==> config.mk <==
export PLATFORM = sky130hd
export DESIGN_NAME = working_register_address_gen
export DESIGN_NICKNAME = d
export VERILOG_FILES = /design/src/wreg_pkg.sv /design/src/working_register_address_gen.sv
export SDC_FILE = /design/constraint.sdc
export NUM_CORES = 1
export LEC_CHECK = 0
export ABC_AREA = 1
export BUFFER_PORTS_ARGS = -buffer_cell sky130_fd_sc_hd__buf_2
export CAP_MARGIN = 40
export CORE_MARGIN = 10
export CORE_UTILIZATION = 51
export CTS_CLUSTER_DIAMETER = 120
export CTS_CLUSTER_SIZE = 14
export DETAILED_ROUTE_END_ITERATION = 8
export PLACE_DENSITY = 0.85
export SLEW_MARGIN = 0
export SYNTH_ARGS = -nofsm -noshare
export SYNTH_HDL_FRONTEND = slang
export SYNTH_SLANG_ARGS = --single-unit
==> constraint.sdc <==
create_clock -name mclk_i -period 2.2 [get_ports mclk_i]
set_clock_uncertainty 0.2 [all_clocks]
set_input_delay 0.22 -clock mclk_i [delete_from_list [all_inputs] [get_ports mclk_i]]
set_output_delay 0.22 -clock mclk_i [all_outputs]
set_load 0.1 [all_outputs]
==> src/wreg_pkg.sv <==
// Package for the working register address generator: register map and reset values.
// Assumes an 8-bit register file addressed by the instruction decoder.
// Operation
// RULE1: Slice pointers live at set 1 addresses d6 and d7, direct-addressable.
// RULE2: Reset puts first pointer at c0-c7 and second at c8-cf.
// RULE3: Operand bit 3 picks pointer: zero first, one second.
// RULE4: Pointer upper five bits become address upper five bits.
// RULE5: Operand low three bits become address low three bits.
// RULE6: Combined set loads value into first pointer, value plus 8 into second.
// RULE7: Single set instructions change only their own pointer.
// RULE8: Load and clear to pointer addresses write pointers directly.
// RULE9: Working register accesses never land in set 2.
// RULE10: Pointers are independent; slices may be non-contiguous or swapped.
// RULE11: Register pairs need even address; high byte even, low byte odd.
// RULE12: Direct register addressing reaches everything except set 2.
// RULE13: Software reaches common area c0-cf only via working register addressing.
// RULE14: Common working area is reachable regardless of register page.
// RULE15: Eight-bit operand with upper nibble 1100 acts as 4-bit working address.
// RULE16: Low three pointer bits are ignored when forming addresses.
// RULE17: Pointer writes affect address generation from the next instruction.
package wreg_pkg;
   localparam logic [7:0] FIRST_PTR_ADDR = 8'hd6;
   localparam logic [7:0] SECOND_PTR_ADDR = 8'hd7;
   localparam logic [7:0] FIRST_PTR_RST = 8'hc0;
   localparam logic [7:0] SECOND_PTR_RST = 8'hc8;
   localparam logic [7:0] SLICE_STEP = 8'h08;
   localparam logic [3:0] WORK_NIBBLE = 4'hc;
   localparam logic [7:0] COMMON_LO = 8'hc0;
   localparam logic [7:0] COMMON_HI = 8'hcf;
   localparam int SLICE_MSB = 7;
   localparam int SLICE_LSB = 3;
   typedef enum logic [1:0] {
      PSET_NONE,
      PSET_BOTH,
      PSET_FIRST,
      PSET_SECOND
   } pset_t;
endpackage : wreg_pkg

==> src/working_register_address_gen.sv <==
// Working register address generator: slice pointers and operand address expansion.
// Assumes the decoder presents one operand per cycle and strobes writes for one cycle.
`timescale 1ns/10ps
module working_register_address_gen
   import wreg_pkg::*;
(
   // Clock and reset.
   input wire logic mclk_i,
   input wire logic arst_n_i,
   // Pointer-set instructions from the decoder.
   input wire pset_t pset_op_i,
   input wire logic [7:0] pset_val_i,
   // Direct register write (load or clear) from the decoder.
   input wire logic dir_wr_i,
   input wire logic [7:0] dir_addr_i,
   input wire logic [7:0] dir_wdata_i,
   // Operand to resolve.
   input wire logic opnd_long_i,
   input wire logic [7:0] opnd_i,
   input wire logic opnd_pair_i,
   // Resolved address to the register file.
   output logic [7:0] reg_addr_o,
   output logic set1_o,
   output logic working_o,
   output logic pair_odd_err_o,
   output logic dir_common_err_o,
   // Pointer read-back.
   output logic [7:0] first_ptr_o,
   output logic [7:0] second_ptr_o
);
   logic rst_s1_r, rst_n_r;
   logic [7:0] first_ptr_r, first_ptr_nxt;
   logic [7:0] second_ptr_r, second_ptr_nxt;
   logic [7:0] addr_nxt;
   logic set1_nxt, working_nxt, pair_err_nxt, common_err_nxt;
   logic [3:0] wnib;
   logic is_work;

   // Builds a register address from a slice pointer and a slot number inside that slice.
   function automatic logic [7:0] slice_addr(input logic [7:0] ptr, input logic [2:0] slot);
      return {ptr[SLICE_MSB:SLICE_LSB], slot};
   endfunction : slice_addr

   function automatic logic in_common(input logic [7:0] addr);
      return addr >= COMMON_LO && addr <= COMMON_HI;
   endfunction : in_common

   // The release waits two edges so that no flop leaves reset on the edge where the pin rises.
   always_ff @(posedge mclk_i or negedge arst_n_i) begin
      if (!arst_n_i) begin
         rst_s1_r <= 1'b0;
         rst_n_r <= 1'b0;
      end else begin
         rst_s1_r <= 1'b1;
         rst_n_r <= rst_s1_r;
      end
   end

   // Direct writes are applied after set instructions, so a same-cycle clash favours the store.
   always_comb begin
      first_ptr_nxt = first_ptr_r;
      second_ptr_nxt = second_ptr_r;
      unique case (pset_op_i)
         PSET_NONE: ;
         PSET_BOTH: begin
            first_ptr_nxt = pset_val_i; // [RULE6]
            second_ptr_nxt = 8'(pset_val_i + SLICE_STEP); // [RULE6] [RULE10]
         end
         PSET_FIRST: first_ptr_nxt = pset_val_i; // [RULE7]
         PSET_SECOND: second_ptr_nxt = pset_val_i; // [RULE7]
      endcase
      if (dir_wr_i && dir_addr_i == FIRST_PTR_ADDR) begin
         first_ptr_nxt = dir_wdata_i; // [RULE1] [RULE8]
      end
      if (dir_wr_i && dir_addr_i == SECOND_PTR_ADDR) begin
         second_ptr_nxt = dir_wdata_i; // [RULE1] [RULE8]
      end
   end

   always_ff @(posedge mclk_i or negedge rst_n_r) begin
      if (!rst_n_r) begin
         first_ptr_r <= FIRST_PTR_RST; // [RULE2]
         second_ptr_r <= SECOND_PTR_RST; // [RULE2]
      end else begin
         first_ptr_r <= first_ptr_nxt; // [RULE17]
         second_ptr_r <= second_ptr_nxt;
      end
   end

   // Set 1 versus set 2 is carried on set1_o; page selection is not applied here.
   always_comb begin
      is_work = !opnd_long_i || (opnd_i[7:4] == WORK_NIBBLE); // [RULE15]
      wnib = opnd_i[3:0];
      if (is_work) begin
         // Pointer low bits dropped; result is always set 1 or prime. [RULE9] [RULE16]
         addr_nxt = slice_addr(wnib[3] ? second_ptr_r : first_ptr_r, // [RULE3] [RULE4]
                               wnib[2:0]); // [RULE5]
         set1_nxt = 1'b1; // [RULE14]
      end else begin
         addr_nxt = opnd_i;
         set1_nxt = 1'b1; // [RULE12]
      end
      working_nxt = is_work;
      pair_err_nxt = opnd_pair_i && addr_nxt[0]; // [RULE11]
      // A short or 1100 operand is always working, so only a direct store can misuse the area.
      common_err_nxt = dir_wr_i && in_common(dir_addr_i); // [RULE13]
   end

   // Outputs are registered so the register file sees a steady address for a whole cycle;
   // the price is one cycle of latency between operand and address.
   always_ff @(posedge mclk_i or negedge rst_n_r) begin
      if (!rst_n_r) begin
         reg_addr_o <= 8'h00;
         set1_o <= 1'b0;
         working_o <= 1'b0;
         pair_odd_err_o <= 1'b0;
         dir_common_err_o <= 1'b0;
      end else begin
         reg_addr_o <= addr_nxt;
         set1_o <= set1_nxt;
         working_o <= working_nxt;
         pair_odd_err_o <= pair_err_nxt;
         dir_common_err_o <= common_err_nxt;
      end
   end

   assign first_ptr_o = first_ptr_r;
   assign second_ptr_o = second_ptr_r;

   a_both_set: assert property (@(posedge mclk_i) disable iff (!rst_n_r) // [RULE6]
      (pset_op_i == PSET_BOTH && !dir_wr_i) |=> (first_ptr_r == $past(pset_val_i)
      && second_ptr_r == 8'($past(pset_val_i) + SLICE_STEP)))
      else $error("combined set wrong");
   a_first_only: assert property (@(posedge mclk_i) disable iff (!rst_n_r) // [RULE7]
      (pset_op_i == PSET_FIRST && !dir_wr_i) |=> $stable(second_ptr_r))
      else $error("second pointer moved");
   a_second_only: assert property (@(posedge mclk_i) disable iff (!rst_n_r) // [RULE7]
      (pset_op_i == PSET_SECOND && !dir_wr_i) |=> $stable(first_ptr_r))
      else $error("first pointer moved");
   a_direct_write: assert property (@(posedge mclk_i) disable iff (!rst_n_r) // [RULE8]
      (dir_wr_i && dir_addr_i == SECOND_PTR_ADDR) |=> second_ptr_r == $past(dir_wdata_i))
      else $error("direct write lost");
   a_addr_low: assert property (@(posedge mclk_i) disable iff (!rst_n_r) // [RULE5]
      (!opnd_long_i) |=> reg_addr_o[2:0] == $past(opnd_i[2:0]))
      else $error("low bits wrong");
   a_addr_high: assert property (@(posedge mclk_i) disable iff (!rst_n_r) // [RULE3]
      (!opnd_long_i && opnd_i[3]) |=> reg_addr_o[7:3] == $past(second_ptr_r[7:3]))
      else $error("second slice wrong");
   a_long_work: assert property (@(posedge mclk_i) disable iff (!rst_n_r) // [RULE15]
      (opnd_long_i && opnd_i[7:4] == WORK_NIBBLE && !opnd_i[3])
      |=> reg_addr_o == {$past(first_ptr_r[7:3]), $past(opnd_i[2:0])})
      else $error("long working address wrong");
   a_pair_odd: assert property (@(posedge mclk_i) disable iff (!rst_n_r) // [RULE11]
      working_o |-> (pair_odd_err_o == ($past(opnd_pair_i) && reg_addr_o[0])))
      else $error("pair check wrong");
   a_next_instr: assert property (@(posedge mclk_i) disable iff (!rst_n_r) // [RULE17]
      (pset_op_i == PSET_FIRST && !dir_wr_i) ##1 (!opnd_long_i && !opnd_i[3])
      |=> reg_addr_o[7:3] == $past(pset_val_i[7:3], 2))
      else $error("pointer update late");
   // A clear arrives as a direct write of zero, so it shares the load path.
   a_first_direct: assert property (@(posedge mclk_i) disable iff (!rst_n_r) // [RULE8]
      (dir_wr_i && dir_addr_i == FIRST_PTR_ADDR) |=> first_ptr_r == $past(dir_wdata_i))
      else $error("first pointer direct write lost");
   a_first_wins: assert property (@(posedge mclk_i) disable iff (!rst_n_r) // [RULE8]
      (pset_op_i == PSET_FIRST && dir_wr_i && dir_addr_i == FIRST_PTR_ADDR)
      |=> first_ptr_r == $past(dir_wdata_i))
      else $error("store lost against single set");
   a_store_wins: assert property (@(posedge mclk_i) disable iff (!rst_n_r) // [RULE8]
      (pset_op_i == PSET_BOTH && dir_wr_i && dir_addr_i == SECOND_PTR_ADDR)
      |=> second_ptr_r == $past(dir_wdata_i) && first_ptr_r == $past(pset_val_i))
      else $error("store lost against combined set");
   a_first_value: assert property (@(posedge mclk_i) disable iff (!rst_n_r) // [RULE7]
      (pset_op_i == PSET_FIRST && !dir_wr_i) |=> first_ptr_r == $past(pset_val_i))
      else $error("first pointer not loaded");
   a_second_value: assert property (@(posedge mclk_i) disable iff (!rst_n_r) // [RULE7]
      (pset_op_i == PSET_SECOND && !dir_wr_i) |=> second_ptr_r == $past(pset_val_i))
      else $error("second pointer not loaded");
   a_idle_hold: assert property (@(posedge mclk_i) disable iff (!rst_n_r) // [RULE17]
      (pset_op_i == PSET_NONE && !dir_wr_i) |=> $stable(first_ptr_r) && $stable(second_ptr_r))
      else $error("pointer moved while idle");
   a_foreign_store: assert property (@(posedge mclk_i) disable iff (!rst_n_r) // [RULE1]
      (pset_op_i == PSET_NONE && dir_wr_i && dir_addr_i != FIRST_PTR_ADDR
      && dir_addr_i != SECOND_PTR_ADDR) |=> $stable(first_ptr_r) && $stable(second_ptr_r))
      else $error("pointer moved on a foreign store");

   // The output flops still sit in reset on the release edge, so a_first_slice and a_short_flag start one later.
   a_first_slice: assert property (@(posedge mclk_i) disable iff (!rst_n_r) // [RULE16]
      (rst_n_r && !opnd_long_i && !opnd_i[3])
      |=> reg_addr_o == slice_addr($past(first_ptr_r), $past(opnd_i[2:0])))
      else $error("first slice address wrong");
   a_long_second: assert property (@(posedge mclk_i) disable iff (!rst_n_r) // [RULE15]
      (opnd_long_i && opnd_i[7:4] == WORK_NIBBLE && opnd_i[3])
      |=> reg_addr_o == slice_addr($past(second_ptr_r), $past(opnd_i[2:0])))
      else $error("long working address to second slice wrong");
   a_long_flag: assert property (@(posedge mclk_i) disable iff (!rst_n_r) // [RULE15]
      (opnd_long_i && opnd_i[7:4] == WORK_NIBBLE) |=> working_o)
      else $error("long working operand not flagged");
   a_short_flag: assert property (@(posedge mclk_i) disable iff (!rst_n_r) // [RULE14]
      (rst_n_r && !opnd_long_i) |=> working_o && set1_o)
      else $error("short operand not resolved as working");
   a_direct_pass: assert property (@(posedge mclk_i) disable iff (!rst_n_r) // [RULE12]
      (opnd_long_i && opnd_i[7:4] != WORK_NIBBLE) |=> reg_addr_o == $past(opnd_i) && !working_o)
      else $error("direct address altered");

   // Error flags only report; the access itself still reaches the register file.
   a_pair_quiet: assert property (@(posedge mclk_i) disable iff (!rst_n_r) // [RULE11]
      (!opnd_pair_i) |=> !pair_odd_err_o)
      else $error("pair error without a pair");
   a_pair_even: assert property (@(posedge mclk_i) disable iff (!rst_n_r) // [RULE11]
      (opnd_pair_i && !opnd_long_i && !opnd_i[0]) |=> !pair_odd_err_o)
      else $error("even working pair flagged");
   a_pair_direct: assert property (@(posedge mclk_i) disable iff (!rst_n_r) // [RULE11]
      (opnd_pair_i && opnd_long_i && opnd_i[7:4] != WORK_NIBBLE)
      |=> pair_odd_err_o == $past(opnd_i[0]))
      else $error("direct pair parity wrong");
   a_common_flag: assert property (@(posedge mclk_i) disable iff (!rst_n_r) // [RULE13]
      (dir_wr_i && in_common(dir_addr_i)) |=> dir_common_err_o)
      else $error("common area store not flagged");
   a_common_quiet: assert property (@(posedge mclk_i) disable iff (!rst_n_r) // [RULE13]
      (!dir_wr_i) |=> !dir_common_err_o)
      else $error("common area flag without a store");

   c_both: cover property (@(posedge mclk_i) pset_op_i == PSET_BOTH);
   c_long: cover property (@(posedge mclk_i) working_o && reg_addr_o[7:4] != 4'hc);
   c_err: cover property (@(posedge mclk_i) dir_common_err_o);
   c_pair: cover property (@(posedge mclk_i) pair_odd_err_o);
   c_apart: cover property (@(posedge mclk_i) second_ptr_r[7:3] != first_ptr_r[7:3] + 5'h01);
endmodule : working_register_address_gen

==> impl_metrics.toml, run 1 <==
[synth]
ys_types = 24
synth_top_area_cell = "dfrtp_1"
post-synth-top-area-fraction_pct = 39.7
synth_cells = 185
yosysMostFrequentCell = "nand3_1"
ys_seq_elements = 30
syn_avg_cell_area_sq_um = 8.51
yosysSeqAreaShare_pct = 48.1
synth.top_cells.by_area = "dfrtp_1, nand3_1, dfstp_2"
yosysWarningCount = 0
synth-edff-count = 0
async_reset_ff_share_pct = 100
synth-main-ff-cell = "dfrtp_1"
syn-cell-area_sq_um = 1570
synth_common_cells = "nand3_1, nand2_1, dfrtp_1"

[route]
route.detailed.drc = 0
vias = 1627
first_iter_violations = 93
ant_nets = 0
totalWireLength_um = 4690
drt_first_pass_iters = 4
vias_per_cell = 5.10
wl_per_cell_um = 14.7

[run]
maxCapViolCount = 0

[clocking]
cts_tree = "done"
htreeDepth = 2
clockRootBuffer = "clkbuf_4"
cts.path.max_buffers = 2
clock_sinks = 30
cts_buffers = 5
insertion_delay_ps = 330
cts.reportedPaths.clkPinSlew_ps = 90
cts_resized = 0

[place]
gp_congestion = 0.872
dpl.hpwl_um = 3300
placedCellCount = 282
port_buffers = 66
dpl_worst_slack_ps = 480
dpl_cell_area_sq_um = 1920

[layout]
fin_cells = 319
fin_util_pct = 75.8
design_area_sq_um = 2280
fin_nets = 327
drive_gt1_share_pct = 32.2
n_antenna_cell = 0
fillers = 226
syn_to_final_growth_pct = 44.6

[sta]
finalHoldViolCount = 0
setup_slack_ps = 148
worst_hold_slack_ps = 24.0
worstMarginPinSlew_ps = 537
fmax_mhz = 487
setup-tns-final_ps = 0
setup_viol = 0
drv_slew = 0
rsz0062_at_grt = "no"
period_share_pct = 93.3
min_period_ps = 2050
slew_headroom_pct = 64.1

[global_route]
grt_pass1_wl_um = 7650
first_global_vias = 1600
grt_start_max_net_pins = 29
grt_use_total_pct = 17.2
grt_overflow_total = 0
antenna_found_initial = 0

[worst_setup_path]
arrival_ps = 2120
cp-start-kind = "primary input"
required_ps = 2270
critPathMaxFanout = 10
end_kind = "register"
criticalPathCategory = "in -> reg"

[power]
total_power_mw = 1.86
powerDensity_nw_per_um2 = 819
p_leak_nw = 1.26
peakVddDrop_mv = 0.330

[floorplan]
die_area_sq_um = 5710
die_height_um = 75.6
die_w_um = 75.6
num_io_pins = 67
rows = 20
fp.coreArea_sq_um = 3000
initial_core_util_pct = 52.4

[hold_path]
hp-class = "in -> reg"

[status]
status = "finished, final reports clean"
## registers in the layout, summed over array words and instances (netlist names)
| name | flops |
|---|---|
| second_ptr_o | 8 |
| pair_odd_err_o | 1 |
| rst_s1_r | 1 |
| working_o | 1 |
| set1_o | 1 |
| first_ptr_o | 8 |
| dir_common_err_o | 1 |
| rst_n_r | 1 |
| reg_addr_o | 8 |
## cells by family (layout without fill, tap and decap cells)
group                      Yosys count  after routing  synth area share (%)
other                                1              2                 0.238
adders and majority gates            3              3                  2.38
xor gates and xnor gates             2              2                  1.11
AOI/OAI and AO/OA                   11             11                  4.13
DFF                                 30             30                  48.1
and+or+nand+nor                    111            111                  35.7
buffers and inverters               27            127                  8.35
## where the power goes
group / internal, mW / switching (mW)
clock network: 0.235 / 0.198
logic: 0.162 / 0.605
registers: 0.623 / 0.0401
total: 1.02 / 0.843
## placed cells by master, fill, tap and decap left out, types with 2 or more instances in the layout
cell / instances
conb_1: 2
dfstp_2: 5
nand2_1: 30
nand3b_1: 4
buf_2: 66
buf_4: 5
inv_1: 22
or2_2: 2
ha_1: 3
nor3_4: 2
clkbuf_4: 5
nand3_1: 50
xor2_1: 2
o21ai_0: 7
dlygate4sd3_1: 26
nor2_1: 17
dfrtp_1: 25
clkinv_2: 2
o21a_1: 3
## worst paths after layout
| kind | slack (ps) | start | endpoint | cells past startpoint |
|---|---|---|---|---|
| max | 150 | dir_addr_i[4] | first_ptr_o[5] | 8 |
| min | 20 | pset_val_i[3] | first_ptr_o[3] | 3 |
| max reg2reg | 680 | first_ptr_o[7] | first_ptr_o[7] | 3 |
| min reg2reg | 50 | rst_n_r | first_ptr_o[0] | 1 |
| max in group asynchronous | 1150 | arst_n_i | rst_n_r | 3 |
| min in group asynchronous | 50 | rst_n_r | first_ptr_o[0] | 1 |
## routing by layer
metal  wire (um)  GRT usage, %
met1        1780          19.9
met2        2330          29.7
met3         466          2.99
met4         114          8.87
met5           0             0
## worst max-delay path: stages
cell	delay (ps)
dlygate4sd3_1	520
buf_2	110
nand2_1	120
nor2_8	180
buf_4	190
nand3_1	100
nand3_1	120
dlygate4sd3_1	550
## final cells by class
type	instances	area (sq um)	area share [%]
Sequential cell	30	757	33.3
Inverter	22	82.6	3.63
Multi-Input combinational cell	129	689	30.3
Timing Repair Buffer	97	628	27.6
Clock inverter	3	40.0	1.76
Clock buffer	5	37.5	1.65
Tap cell	33	41.3	1.81
## what timing repair did
item / in CTS / in global routing
hold buffers: 26 / 0
setup endpoints to repair: 0 / 1
setup buffers: 0 / 3
endpoints found under the hold margin: 23 / 0
Power figures use the tool's default switching activity.
==> run 2, diff against run 1 <==
--- a/config.mk
+++ b/config.mk
@@ -9,11 +9,12 @@
 export BUFFER_PORTS_ARGS = -buffer_cell sky130_fd_sc_hd__buf_2
 export CAP_MARGIN = 40
 export CORE_MARGIN = 10
-export CORE_UTILIZATION = 51
+export CORE_UTILIZATION = 52
+export CTS_BUF_LIST = sky130_fd_sc_hd__clkbuf_4
 export CTS_CLUSTER_DIAMETER = 120
 export CTS_CLUSTER_SIZE = 14
 export DETAILED_ROUTE_END_ITERATION = 8
-export PLACE_DENSITY = 0.85
+export PLACE_DENSITY = 0.86
 export SLEW_MARGIN = 0
 export SYNTH_ARGS = -nofsm -noshare
 export SYNTH_HDL_FRONTEND = slang
==> run 2 against run 1 <==
Effect of this change:
- cell area down 1.7%
- first-iteration DRC count up 110%
- register-to-register slack about the same
- worst hold slack worse by 20 ps
- via count up 3.5%
- highest routed layer unchanged
==> impl_metrics.toml, run 2 (same netlist as run 1, synthesis figures left out) <==
[floorplan]
initial_core_util_pct = 55.6
rows = 19
die_height_um = 75.0
die_area_sq_um = 5630
fp.coreArea_sq_um = 2830
num_io_pins = 67
die_w_um = 75.0

[route]
vias = 1684
totalWireLength_um = 5050
first_iter_violations = 198
ant_nets = 0
wl_per_cell_um = 16.0
vias_per_cell = 5.33
route.detailed.drc = 0
drt_first_pass_iters = 5

[sta]
finalHoldViolCount = 0
rsz0062_at_grt = "no"
setup-tns-final_ps = 0
fmax_mhz = 477
min_period_ps = 2090
setup_slack_ps = 106
worst_hold_slack_ps = 4.00
setup_viol = 0
drv_slew = 0
period_share_pct = 95.2

[place]
gp_congestion = 0.886
dpl_worst_slack_ps = 527
port_buffers = 66
dpl_cell_area_sq_um = 1920
dpl.hpwl_um = 3450

[power]
peakVddDrop_mv = 0.354
p_leak_nw = 1.25
powerDensity_nw_per_um2 = 780
total_power_mw = 1.74

[layout]
final_cell_mix = "buf_2, nand3_1, nand2_1, dfrtp_1, dlygate4sd3_1"
fin_nets = 327
fillers = 204
n_antenna_cell = 0
design_area_sq_um = 2240
drive_gt1_share_pct = 32.6
syn_to_final_growth_pct = 42.1
layout_commonest_cell = "buf_2"

[clocking]
htreeDepth = 2
cts_resized = 0
cts_buffers = 5
clockRootBuffer = "clkbuf_4"
cts.path.max_buffers = 2
cts_tree = "done"
insertion_delay_ps = 320
clock_sinks = 30
cts.reportedPaths.clkPinSlew_ps = 80

[global_route]
grt_pass1_wl_um = 7800
first_global_vias = 1625
antenna_found_initial = 0
grt_start_max_net_pins = 29
grt_overflow_total = 0
grt_use_total_pct = 18.3

[hold_path]
hp-class = "in -> reg"

[worst_setup_path]
arrival_ps = 2160
end_kind = "register"
critPathMaxFanout = 7
cp-start-kind = "primary input"
required_ps = 2260
criticalPathCategory = "in -> reg"

[status]
status = "finished, final reports clean"

[run]
maxCapViolCount = 0
## run 2: cell types whose count changed in the layout (fill, tap and decap cells not counted), sizes merged
cell	change
bufinv	-1
clkinv	-1
buf	+3
clkbuf	+1
dlygate4sd3	-3
## run 2: cell type report
| cell class | count | area (sq um) | share of cell area, % |
|---|---|---|---|
| inverters | 22 | 82.6 | 3.69 |
| well taps | 31 | 38.8 | 1.73 |
| clock inverters | 1 | 3.75 | 0.168 |
| clock buffers | 6 | 45.0 | 2.01 |
| repair buffers | 97 | 621 | 27.7 |
| flip-flops and latches | 30 | 757 | 33.8 |
| multi-input cells | 129 | 689 | 30.8 |
## run 2: what timing repair did
item / in CTS / in global routing
hold buffers: 23 / 0
buffers inserted: 0 / 5
endpoints found under the setup margin: 0 / 4
hold endpoints to repair: 20 / 0
## run 2: stage by stage
| stage | cells | util (%) |
|---|---|---|
| 3_3_place_gp | 281 | 67.9 |
| 3_5_place_dp | 281 | 67.9 |
| 5_1_grt | 316 | 79.1 |
| 4_1_cts | 311 | 77.8 |
| 6_report | 316 | 79.1 |
| 2_1_floorplan | 186 | - |
## run 2: power by group
part | switching (mW) | internal [mW] | total [mW]
clock network | 0.177 | 0.128 | 0.305
registers | 0.0390 | 0.623 | 0.662
logic | 0.613 | 0.164 | 0.777
## run 2: path summary, 6_finish.rpt
kind | endpoint | slack (ps) | from | cells after the start
setup / recovery | first_ptr_o[6] | 110 | dir_addr_i[4] | 8
hold / removal | reg_addr_o[5] | 4 | opnd_i[5] | 3
setup reg to reg | first_ptr_o[6] | 670 | first_ptr_o[6] | 3
hold reg to reg | set1_o | 40 | rst_n_r | 1
max in group asynchronous | first_ptr_o[7] | 1450 | rst_n_r | 1
min in group asynchronous | rst_n_r | 10 | arst_n_i | 2
## run 2: per-layer routing
metal / GRT usage (%) / vias to the layer above / part of all wire, %
li1: - / 806 / -
met1: 20.5 / 746 / 37
met2: 32.2 / 112 / 50
met3: 4.20 / 20 / 9.7
met4: 8.82 / 0 / 3.7
met5: 0 / - / 0
## run 2: worst max-delay path: stages
cell	delay, ps
dlygate4sd3_1	520
buf_2	120
nand2_1	130
nor2_8	200
buf_4	170
nand3_1	110
nand3_1	130
dlygate4sd3_1	560
